[config.mk]
export PLATFORM = sky130hd
export DESIGN_NAME = channel_and_tx_power_regs
export DESIGN_NICKNAME = d
export VERILOG_FILES = /design/src/masked_reg16.v /design/src/channel_and_tx_power_regs.v
export VERILOG_INCLUDE_DIRS = /design/src
export SDC_FILE = /design/constraint.sdc
export NUM_CORES = 1
export LEC_CHECK = 0
export ABC_AREA = 1
export BUFFER_PORTS_ARGS = -buffer_cell sky130_fd_sc_hd__buf_2
export CAP_MARGIN = 15
export CORE_UTILIZATION = 53
export DETAILED_ROUTE_END_ITERATION = 8
export PLACE_DENSITY_LB_ADDON = 0.08
export SYNTH_ARGS = -nofsm -noshare
export SYNTH_HDL_FRONTEND = slang
export SYNTH_HIERARCHICAL = 1
export SYNTH_SLANG_ARGS = --single-unit
[constraint.sdc]
create_clock -name sys_clk_in -period 1.4 [get_ports sys_clk_in]
set_clock_uncertainty 0.15 [all_clocks]
set_input_delay 0 -clock sys_clk_in [delete_from_list [all_inputs] [get_ports sys_clk_in]]
set_output_delay 0 -clock sys_clk_in [all_outputs]
set_load 0.05 [all_outputs]
[src/chan_pwr_defines.vh]
`ifndef CHAN_PWR_DEFINES_VH
`define CHAN_PWR_DEFINES_VH

// Register port geometry
`define REG_ADDR_W          6
`define REG_DATA_W          16

// Register offsets
`define ADDR_CHAN_INT_DIV   6'h0f
`define ADDR_CHAN_FRAC_NUM  6'h10
`define ADDR_TX_AMP_LEVEL   6'h12

// Reset values
`define RST_CHAN_INT_DIV    16'h0095
`define RST_CHAN_FRAC_NUM   16'h5000
`define RST_TX_AMP_LEVEL    16'h00bc

// Writable bit masks; zero bits hold their reset value
`define WMASK_LOW_BYTE      16'h00ff
`define WMASK_ALL           16'hffff

// Field positions
`define DIV_MSB             7
`define DIV_LSB             0
`define PWR_COARSE_MSB      7
`define PWR_COARSE_LSB      6
`define PWR_FINE_MSB        5
`define PWR_FINE_LSB        4
`define DRV_COARSE_MSB      3
`define DRV_COARSE_LSB      2
`define DRV_FINE_MSB        1
`define DRV_FINE_LSB        0

// Answer to a read of an unmapped offset
`define RDATA_UNMAPPED      16'h0000

`endif

[src/masked_reg16.v]
`timescale 1ns/1ps
`default_nettype none

`include "chan_pwr_defines.vh"

module masked_reg16 #(
	parameter [15:0] RESET_VAL = 16'h0000,
	parameter [15:0] WR_MASK   = 16'hffff
) (
	input  wire        sys_clk_in,
	input  wire        arst_n_in,
	input  wire        wr_en_in,
	input  wire [15:0] wdata_in,
	output wire [15:0] q_out
);

	reg [15:0] value_ff;

	// Unmasked bits take only the reset constant, so they can never drift
	genvar i;
	generate
		for (i = 0; i < 16; i = i + 1) begin : g_bit
			if (WR_MASK[i]) begin : g_rw
				always @(posedge sys_clk_in or negedge arst_n_in) begin
					if (!arst_n_in) begin
						value_ff[i] <= RESET_VAL[i];
					end else if (wr_en_in) begin
						value_ff[i] <= wdata_in[i];
					end
				end
			end else begin : g_fixed
				always @(posedge sys_clk_in or negedge arst_n_in) begin
					if (!arst_n_in) begin
						value_ff[i] <= RESET_VAL[i];
					end else begin
						value_ff[i] <= RESET_VAL[i];
					end
				end
			end
		end
	endgenerate

	assign q_out = value_ff;

endmodule

`default_nettype wire

[src/channel_and_tx_power_regs.v]
`timescale 1ns/1ps
`default_nettype none

`include "chan_pwr_defines.vh"

module channel_and_tx_power_regs (
	input  wire                   sys_clk_in,
	input  wire                   arst_n_in,
	input  wire [`REG_ADDR_W-1:0] reg_addr_in,
	input  wire                   reg_wr_en_in,
	input  wire                   reg_rd_en_in,
	input  wire [`REG_DATA_W-1:0] reg_wdata_in,
	output reg  [`REG_DATA_W-1:0] reg_rdata_out,
	output reg                    reg_rd_valid_out,
	output reg                    reg_addr_hit_out,
	output reg  [7:0]             synth_integer_divisor_out,
	output reg  [15:0]            synth_fraction_numerator_out,
	output reg                    channel_update_out,
	output reg  [1:0]             amp_power_coarse_out,
	output reg  [1:0]             amp_power_fine_out,
	output reg  [1:0]             amp_drive_coarse_out,
	output reg  [1:0]             amp_drive_fine_out
);

	wire                   sel_div;
	wire                   sel_num;
	wire                   sel_amp;
	wire                   wr_div;
	wire                   wr_num;
	wire                   wr_amp;
	wire [`REG_DATA_W-1:0] div_q;
	wire [`REG_DATA_W-1:0] num_q;
	wire [`REG_DATA_W-1:0] amp_q;
	reg  [`REG_DATA_W-1:0] nxt_rdata;
	reg                    nxt_hit;
	reg                    chan_written_ff;

	assign sel_div = (reg_addr_in == `ADDR_CHAN_INT_DIV);
	assign sel_num = (reg_addr_in == `ADDR_CHAN_FRAC_NUM);
	assign sel_amp = (reg_addr_in == `ADDR_TX_AMP_LEVEL);
	assign wr_div  = reg_wr_en_in & sel_div;
	assign wr_num  = reg_wr_en_in & sel_num;
	assign wr_amp  = reg_wr_en_in & sel_amp;

	masked_reg16 #(
		.RESET_VAL (`RST_CHAN_INT_DIV),
		.WR_MASK   (`WMASK_LOW_BYTE)
	) u_div_reg (
		.sys_clk_in (sys_clk_in),
		.arst_n_in  (arst_n_in),
		.wr_en_in   (wr_div),
		.wdata_in   (reg_wdata_in),
		.q_out      (div_q)
	);

	masked_reg16 #(
		.RESET_VAL (`RST_CHAN_FRAC_NUM),
		.WR_MASK   (`WMASK_ALL)
	) u_num_reg (
		.sys_clk_in (sys_clk_in),
		.arst_n_in  (arst_n_in),
		.wr_en_in   (wr_num),
		.wdata_in   (reg_wdata_in),
		.q_out      (num_q)
	);

	masked_reg16 #(
		.RESET_VAL (`RST_TX_AMP_LEVEL),
		.WR_MASK   (`WMASK_LOW_BYTE)
	) u_amp_reg (
		.sys_clk_in (sys_clk_in),
		.arst_n_in  (arst_n_in),
		.wr_en_in   (wr_amp),
		.wdata_in   (reg_wdata_in),
		.q_out      (amp_q)
	);

	// Read mux; a write and read in the same cycle returns the old value
	always @* begin
		nxt_rdata = `RDATA_UNMAPPED;
		nxt_hit   = 1'b1;
		case (reg_addr_in)
			`ADDR_CHAN_INT_DIV: begin
				nxt_rdata = div_q;
			end
			`ADDR_CHAN_FRAC_NUM: begin
				nxt_rdata = num_q;
			end
			`ADDR_TX_AMP_LEVEL: begin
				nxt_rdata = amp_q;
			end
			default: begin
				nxt_rdata = `RDATA_UNMAPPED;
				nxt_hit   = 1'b0;
			end
		endcase
	end

	always @(posedge sys_clk_in or negedge arst_n_in) begin
		if (!arst_n_in) begin
			reg_rdata_out    <= `RDATA_UNMAPPED;
			reg_rd_valid_out <= 1'b0;
			reg_addr_hit_out <= 1'b0;
		end else begin
			reg_rd_valid_out <= reg_rd_en_in;
			reg_addr_hit_out <= (reg_rd_en_in | reg_wr_en_in) & nxt_hit;
			if (reg_rd_en_in) begin
				reg_rdata_out <= nxt_rdata;
			end
		end
	end

	// Field reset images, cut from the full register reset words, so a reset
	// shows the same settings that the storage holds after the first edge
	localparam [15:0] DIV_RST_WORD   = `RST_CHAN_INT_DIV;
	localparam [15:0] AMP_RST_WORD   = `RST_TX_AMP_LEVEL;
	localparam [7:0]  DIV_RST        = DIV_RST_WORD[`DIV_MSB:`DIV_LSB];
	localparam [1:0]  PWR_COARSE_RST = AMP_RST_WORD[`PWR_COARSE_MSB:`PWR_COARSE_LSB];
	localparam [1:0]  PWR_FINE_RST   = AMP_RST_WORD[`PWR_FINE_MSB:`PWR_FINE_LSB];
	localparam [1:0]  DRV_COARSE_RST = AMP_RST_WORD[`DRV_COARSE_MSB:`DRV_COARSE_LSB];
	localparam [1:0]  DRV_FINE_RST   = AMP_RST_WORD[`DRV_FINE_MSB:`DRV_FINE_LSB];

	// Field slices of the stored words; the layout fixes them
	wire [7:0]             div_field;
	wire [1:0]             pwr_coarse_field;
	wire [1:0]             pwr_fine_field;
	wire [1:0]             drv_coarse_field;
	wire [1:0]             drv_fine_field;

	assign div_field        = div_q[`DIV_MSB:`DIV_LSB];
	assign pwr_coarse_field = amp_q[`PWR_COARSE_MSB:`PWR_COARSE_LSB];
	assign pwr_fine_field   = amp_q[`PWR_FINE_MSB:`PWR_FINE_LSB];
	assign drv_coarse_field = amp_q[`DRV_COARSE_MSB:`DRV_COARSE_LSB];
	assign drv_fine_field   = amp_q[`DRV_FINE_MSB:`DRV_FINE_LSB];

	// Outputs are one more flop behind the storage so every top output is registered;
	// the analog side sees a new setting one edge after the write edge
	// divisor to oscillator
	always @(posedge sys_clk_in or negedge arst_n_in) begin
		if (!arst_n_in) begin
			synth_integer_divisor_out <= DIV_RST;
		end else begin
			synth_integer_divisor_out <= div_field;
		end
	end

	always @(posedge sys_clk_in or negedge arst_n_in) begin
		if (!arst_n_in) begin
			synth_fraction_numerator_out <= `RST_CHAN_FRAC_NUM;
		end else begin
			synth_fraction_numerator_out <= num_q;
		end
	end

	// Power and drive share one stored word but leave as separate ports
	// coarse power level
	always @(posedge sys_clk_in or negedge arst_n_in) begin
		if (!arst_n_in) begin
			amp_power_coarse_out <= PWR_COARSE_RST;
		end else begin
			amp_power_coarse_out <= pwr_coarse_field;
		end
	end

	always @(posedge sys_clk_in or negedge arst_n_in) begin
		if (!arst_n_in) begin
			amp_power_fine_out <= PWR_FINE_RST;
		end else begin
			amp_power_fine_out <= pwr_fine_field;
		end
	end

	always @(posedge sys_clk_in or negedge arst_n_in) begin
		if (!arst_n_in) begin
			amp_drive_coarse_out <= DRV_COARSE_RST;
		end else begin
			amp_drive_coarse_out <= drv_coarse_field;
		end
	end

	always @(posedge sys_clk_in or negedge arst_n_in) begin
		if (!arst_n_in) begin
			amp_drive_fine_out <= DRV_FINE_RST;
		end else begin
			amp_drive_fine_out <= drv_fine_field;
		end
	end

	// channel pair update
	// Pulse marks a written channel word so the synthesizer can relock; software
	// writing divisor then numerator gets two pulses, or one two-cycle pulse if back to back, the last cycle with the full pair
	always @(posedge sys_clk_in or negedge arst_n_in) begin
		if (!arst_n_in) begin
			chan_written_ff    <= 1'b0;
			channel_update_out <= 1'b0;
		end else begin
			chan_written_ff    <= wr_div | wr_num;
			channel_update_out <= chan_written_ff;
		end
	end

endmodule

`default_nettype wire

==> qor.yml, run 1 <==
synthesis:
  synth_edf_count: 0
  synth_most_common_cell: "nand2_1"
  postSynthCellCount: 355
  synth_top_area_cell: "dfrtp_1"
  syn_area_um2: 3430
  synthDominantCellAreaShare_pct: 45.2
  synthFlopType: "dfrtp_1"
  yosysUniqueCellTypes: 20
  ys_seq_area_share_pct: 62.1
  synth_area_leaders: "dfrtp_1 (45%), dfstp_2 (17%), nand2_1 (16%), nand3_1 (7.0%), buf_4 (4.2%)"
  avgSynthCellArea_um2: 9.66
  ys_ff_latch: 84
  synth-warning-count: 6
  synth-async-reset-ratio_pct: 100
  synth_commonest_cells: "nand2_1 (145), dfrtp_1 (62), nand3_1 (48), dfstp_2 (22), buf_4 (19)"
clocking:
  clock-sinks: 84
  cts_buffer_depth: 2
  cts_tree: "done"
  htree_levels: 3
  cts_buffers: 9
  clkTransAtPathRegs_ps: 80
  clkLatencyLatePin_ps: 340
  cts_setup_buffers: 0
  clock-root-buffer: "clkbuf_8"
worst_setup_path:
  crit_type: "in2reg"
  worstPathArrival_ps: 1500
  r2r.worst_path.cells: 4
  critPathLaunch: "reg_addr_in[4]"
  r2r_start: "u_num_reg/q_out[14]"
  end_kind: "flip-flop"
  start_kind: "input port"
  crit_fanout: 16
  cp_data_required_time_ps: 1540
drt:
  via_per_inst: 4.91
  ant_nets: 0
  routedWlPerCell_um: 14.0
  drc_errors: 0
  dr.pass1.iters: 4
  drt-total-wl_um: 7620
  first_iter_violations: 154
  vias: 2673
job:
  max_cap_violations: 0
global_routing:
  grt_pass1_vias: 2525
  antenna_found_initial: 0
  grtUsageTotal_pct: 25.2
  grt_pass1_wl_um: 12300
  grt_max_degree: 43
  overflow: 0
power:
  swShare_pct: 31.3
  vdd_drop_max_v: 0.000971
  power.internal_mw: 3.79
  pwr-share-clk_pct: 29.8
  powerDensity_nw_per_um2: 1280
  p_leak_nw: 2.36
  pwr-share-comb_pct: 17.8
  seqPwrFrac_pct: 52.4
  switching_power_mw: 1.72
floorplan:
  initial_core_util_pct: 56.3
  core_area_um2: 6100
  die_w_um: 82.4
  num_rows: 28
  chipHeight_um: 82.4
  die_area_um2: 6800
  io_pins: 77
placement:
  gp_congestion: 0.903
  place_area_um2: 3860
  portBuffers: 76
  dp.final_hpwl_um: 5270
status:
  violations: "negative hold slack"
  status: "complete, but fails checks"
min_path:
  hold_class: "in2async"
timing:
  maxSlewViolCount: 0
  fin_hold_ws_ps: -37.6
  timing.final.hold_violations: 16
  setup_violations: 0
  tns_ps: 0
  fin_crit_ps: 1360
  rsz0062_at_grt: "true"
  min_period_over_period_pct: 97.4
  max_freq_mhz: 733
finish:
  n_antenna_cell: 0
  nNetsFinal: 490
  area_delta_synth_final_pct: 25.4
  stdcell_area_um2: 4300
  n_fill_cell: 493
  drive_above_1_share_pct: 31.8
## final cells by class
class / count / area [um2] / share of cell area, %
clock buffers: 9 / 124 / 2.88
clock inverters: 7 / 67.6 / 1.57
inverters: 10 / 42.5 / 0.989
multi-input cells: 244 / 1070 / 25.0
flip-flops and latches: 84 / 2130 / 49.5
well taps: 75 / 93.8 / 2.18
repair buffers: 115 / 769 / 17.9
## final timing paths
kind                                           endpoint  slack [ps]
min reg2reg                          channel_update_out         200
min in group sys_clk_in                reg_addr_hit_out          10
max                                  u_num_reg/q_out[3]          40
min                                    reg_rdata_out[3]         -40
max reg2reg                           reg_rdata_out[14]         310
max in group asynchronous  synth_integer_divisor_out[0]         540
## cell families after synthesis
| group | share of synthesized area [%] |
|---|---|
| flip-flops | 62.1 |
| other | 0.219 |
| AO/OA/AOI/OAI | 0.328 |
| buffers and inverters | 8.46 |
| AND/OR/NAND/NOR | 28.9 |
## power by group through the flow
stage	logic, mW	clock network [mW]	registers [mW]
after floorplan	0.215	0	3.35
final	0.981	1.64	2.89
after CTS	0.978	1.68	2.89
after global placement	0.913	0	2.92
after global routing	1.05	1.80	2.92
after detailed placement	0.928	0	2.93
## through the flow
step / util (%) / cells / power [mW] / hold slack, ps / worst slack [ps]
3_3_place_gp: 63.3 / 505 / 3.84 / -222 / 159
4_1_cts: 70.0 / 543 / 5.54 / -96.0 / 37.2
5_1_grt: 70.6 / 544 / 5.77 / 0.115 / -18.5
2_1_floorplan: - / 369 / 3.56 / -446 / 114
3_5_place_dp: 63.3 / 505 / 3.86 / -218 / 158
6_report: 70.6 / 544 / 5.51 / -37.6 / 36.2
## sequential cells by signal, indices dropped and copies added (netlist names)
name / flops
u_div_reg/q_out: 8
amp_drive_coarse_out: 2
amp_power_fine_out: 2
chan_written_ff: 1
u_amp_reg/q_out: 8
reg_rd_valid_out: 1
amp_power_coarse_out: 2
reg_addr_hit_out: 1
amp_drive_fine_out: 2
u_num_reg/q_out: 16
reg_rdata_out: 16
synth_fraction_numerator_out: 16
channel_update_out: 1
synth_integer_divisor_out: 8
## layout by cell type (no fill, tap or decap), drive strengths merged
cell type	Yosys	final
nand2	151	151
buf	30	92
dfrtp	62	62
nand3	48	48
dlygate4sd3	0	23
dfstp	22	22
nand4	16	16
conb	2	16
nor2	11	11
inv	10	10
clkbuf	1	9
clkinv	0	3
clkinvlp	0	3
a31oi	1	1
a21oi	1	1
bufinv	0	1
## critical path, stage by stage
cell and delay, ps:
dlygate4sd3_1 540, buf_2 140, nand2_1 90, nor2_4 130, nand2_2 100, nor2_4 100
buf_6 130, buf_12 140, nand2_1 60, nand2_1 60
## metal layers
metal	up-vias	global-route usage, %	part of all wire, %
li1	1320	-	-
met1	1240	36.1	49
met3	16	4.29	4.7
met2	97	38.2	44
met5	-	0	0
met4	0	10.5	1.5
## repair_timing
item                                    CTS  global route
gates resized for setup                   0             7
endpoints found under the hold margin   133             2
endpoints found under the setup margin    0            34
hold buffers                             22             1
Note: power is estimated with default switching activity, not from simulation.
==> run 2: changes to the inputs <==
Settings changed: CELL_PAD_IN_SITES_DETAIL_PLACEMENT from default to 0, CELL_PAD_IN_SITES_GLOBAL_PLACEMENT from default to 1, CORE_UTILIZATION 53 to 40.
==> qor.yml, run 2 (same netlist as run 1, synthesis figures left out) <==
drt:
  dr.pass1.iters: 5  # was 4
  first_iter_violations: 92  # was 154
  via_per_inst: 4.54  # was 4.91
  ant_nets: 0  # unchanged
  drc_errors: 0  # unchanged
  routedWlPerCell_um: 14.1  # was 14.0 um
  vias: 2617  # was 2,673
  drt-total-wl_um: 8140  # was 7620 um
power:
  powerDensity_nw_per_um2: 1240  # was 1280 nW/um2
  pwr-share-comb_pct: 18.0  # was 17.8%
  p_leak_nw: 2.41  # was 2.36 nW
  switching_power_mw: 1.75  # was 1.72 mW
  power.internal_mw: 3.72  # was 3.79 mW
  pwr-share-clk_pct: 29.0  # was 29.8%
  seqPwrFrac_pct: 53.0  # was 52.4%
  vdd_drop_max_v: 0.000583  # was 0.000971 V
  swShare_pct: 32.0  # was 31.3%
finish:
  area_delta_synth_final_pct: 28.5  # was 25.4%
  nNetsFinal: 492  # was 490
  n_antenna_cell: 0  # unchanged
  final_cell_mix: "nand2_1 (144), buf_2 (73), dfrtp_1 (62), nand3_1 (48), dlygate4sd3_1 (23)"  # was nand2_1 (145), buf_2 (75), dfrtp_1 (62), nand3_1 (48), dlygate4sd3_1 (23)
  final_common_cell: "nand2_1"  # unchanged
  drive_above_1_share_pct: 31.6  # was 31.8%
  n_fill_cell: 825  # was 493
job:
  max_cap_violations: 0  # unchanged
worst_setup_path:
  cp_data_required_time_ps: 1550  # was 1540 ps
  r2r_start: "u_num_reg/q_out[14]"  # unchanged
  r2r.worst_path.cells: 4  # unchanged
  end_kind: "flip-flop"  # unchanged
  crit_type: "in2reg"  # unchanged
  regToRegEndpoint: "reg_rdata_out[14]"  # unchanged
  start_kind: "input port"  # unchanged
  worstPathArrival_ps: 1480  # was 1500 ps
  crit_fanout: 7  # was 16
  r2r_setup_slack_ps: 260  # was 310 ps
clocking:
  htree_levels: 3  # unchanged
  clock-sinks: 84  # unchanged
  cts_buffers: 9  # unchanged
  clock-root-buffer: "clkbuf_8"  # unchanged
  cts_buffer_depth: 2  # unchanged
  clkLatencyLatePin_ps: 350  # was 340 ps
  clkTransAtPathRegs_ps: 90  # was 80 ps
  cts_tree: "done"  # unchanged
global_routing:
  grt_util_met1_pct: 31.3  # was 36.1%
  busiest_layer: "met1"  # was met2
  overflow: 0  # unchanged
  antenna_found_initial: 0  # unchanged
  grtUsageTotal_pct: 19.8  # was 25.2%
  grt_max_degree: 33  # was 43
  grt_pass1_wl_um: 13100  # was 12,300 um
  grt.met3_usage_pct: 3.38  # was 4.29%
  use_met2_pct: 26.4  # was 38.2%
  grt_pass1_vias: 2487  # was 2,525
placement:
  dp.final_hpwl_um: 5670  # was 5270 um
  portBuffers: 76  # unchanged
  gp_congestion: 0.907  # was 0.903
status:
  violations: "negative hold slack"  # unchanged
  status: "complete, but fails checks"  # unchanged
min_path:
  hp-start: "reg_addr_in[2]"
  hold_end: "chan_written_ff"
  hold_class: "in2reg"  # was in2async
  hold_depth: 6
timing:
  fin_crit_ps: 1340  # was 1360 ps
  setup_violations: 0  # unchanged
  rsz0062_at_grt: "true"  # unchanged
  timing.final.hold_violations: 1  # was 16
  max_freq_mhz: 748  # was 733 MHz
  min_period_over_period_pct: 95.5  # was 97.4%
  maxSlewViolCount: 0  # unchanged
  tns_ps: 0  # unchanged
  fin_hold_ws_ps: -33.6  # was -37.6 ps
floorplan:
  num_rows: 33  # was 28
  core_area_um2: 8260  # was 6100 um2
  io_pins: 77  # unchanged
  initial_core_util_pct: 41.5  # was 56.3%
  die_w_um: 94.6  # was 82.4 um
  die_area_um2: 8950  # was 6800 um2
  chipHeight_um: 94.6  # was 82.4 um
## run 2: worst max path at each step
stage / start / endpoint / slack, ps
finish: reg_addr_in[1] / u_num_reg/q_out[13] / 60
global placement: reg_addr_in[5] / u_num_reg/q_out[9] / 170
floorplan: reg_addr_in[5] / u_num_reg/q_out[2] / 110
detailed placement: reg_addr_in[5] / u_num_reg/q_out[7] / 170
CTS: reg_addr_in[3] / u_num_reg/q_out[7] / 10
global route: reg_addr_in[1] / u_num_reg/q_out[11] / -7
## run 2: cell type report
cell class | instances | area [um2] | area share [%]
repair buffers | 117 | 833 | 18.9
inverters | 10 | 45.0 | 1.02
clock inverters | 4 | 25.0 | 0.568
multi-input cells | 244 | 1090 | 24.7
clock buffers | 12 | 155 | 3.52
flip-flops and latches | 84 | 2130 | 48.3
well taps | 105 | 131 | 2.98
## run 2: stage by stage
| step | setup WS (ps) | cell area, um2 | util, % | power (mW) | cells |
|---|---|---|---|---|---|
| 3_3_place_gp | 171 | 3910 | 47.3 | 3.86 | 535 |
| 5_1_grt | -6.93 | 4410 | 53.4 | 5.72 | 576 |
| 4_1_cts | 13.6 | 4330 | 52.4 | 5.51 | 575 |
| 6_report | 62.5 | 4410 | 53.4 | 5.47 | 576 |
| 3_5_place_dp | 171 | 3910 | 47.3 | 3.86 | 535 |
| 2_1_floorplan | 114 | 3480 | - | 3.56 | 369 |
## run 2: timing repair
action	CTS	global route
endpoints found under the setup margin	0	52
endpoints found under the hold margin	135	2
setup buffers	0	2
resized for setup	0	14
hold buffers	24	1
## run 2: power by group through the flow
stage	Combinational (mW)	Sequential (mW)	Clock [mW]
6_report	0.984	2.89	1.59
5_1_grt	1.06	2.92	1.74
4_1_cts	0.982	2.89	1.64
3_5_place_dp	0.930	2.93	0
3_3_place_gp	0.925	2.93	0
2_1_floorplan	0.215	3.35	0
## run 2: per-layer routing
layer / vias up / wire length, um
li1: 1323 / -
met1: 1208 / 4210
met2: 73 / 3410
met3: 13 / 396
met4: 0 / 124
met5: - / 0
## run 2: critical path: stages
cell and delay, ps:
dlygate4sd3_1 530, buf_2 140, nor2_2 190, nand2_4 80, nor2_4 120, buf_8 150
clkbuf_16 140, nand2_1 50, nand2_1 70
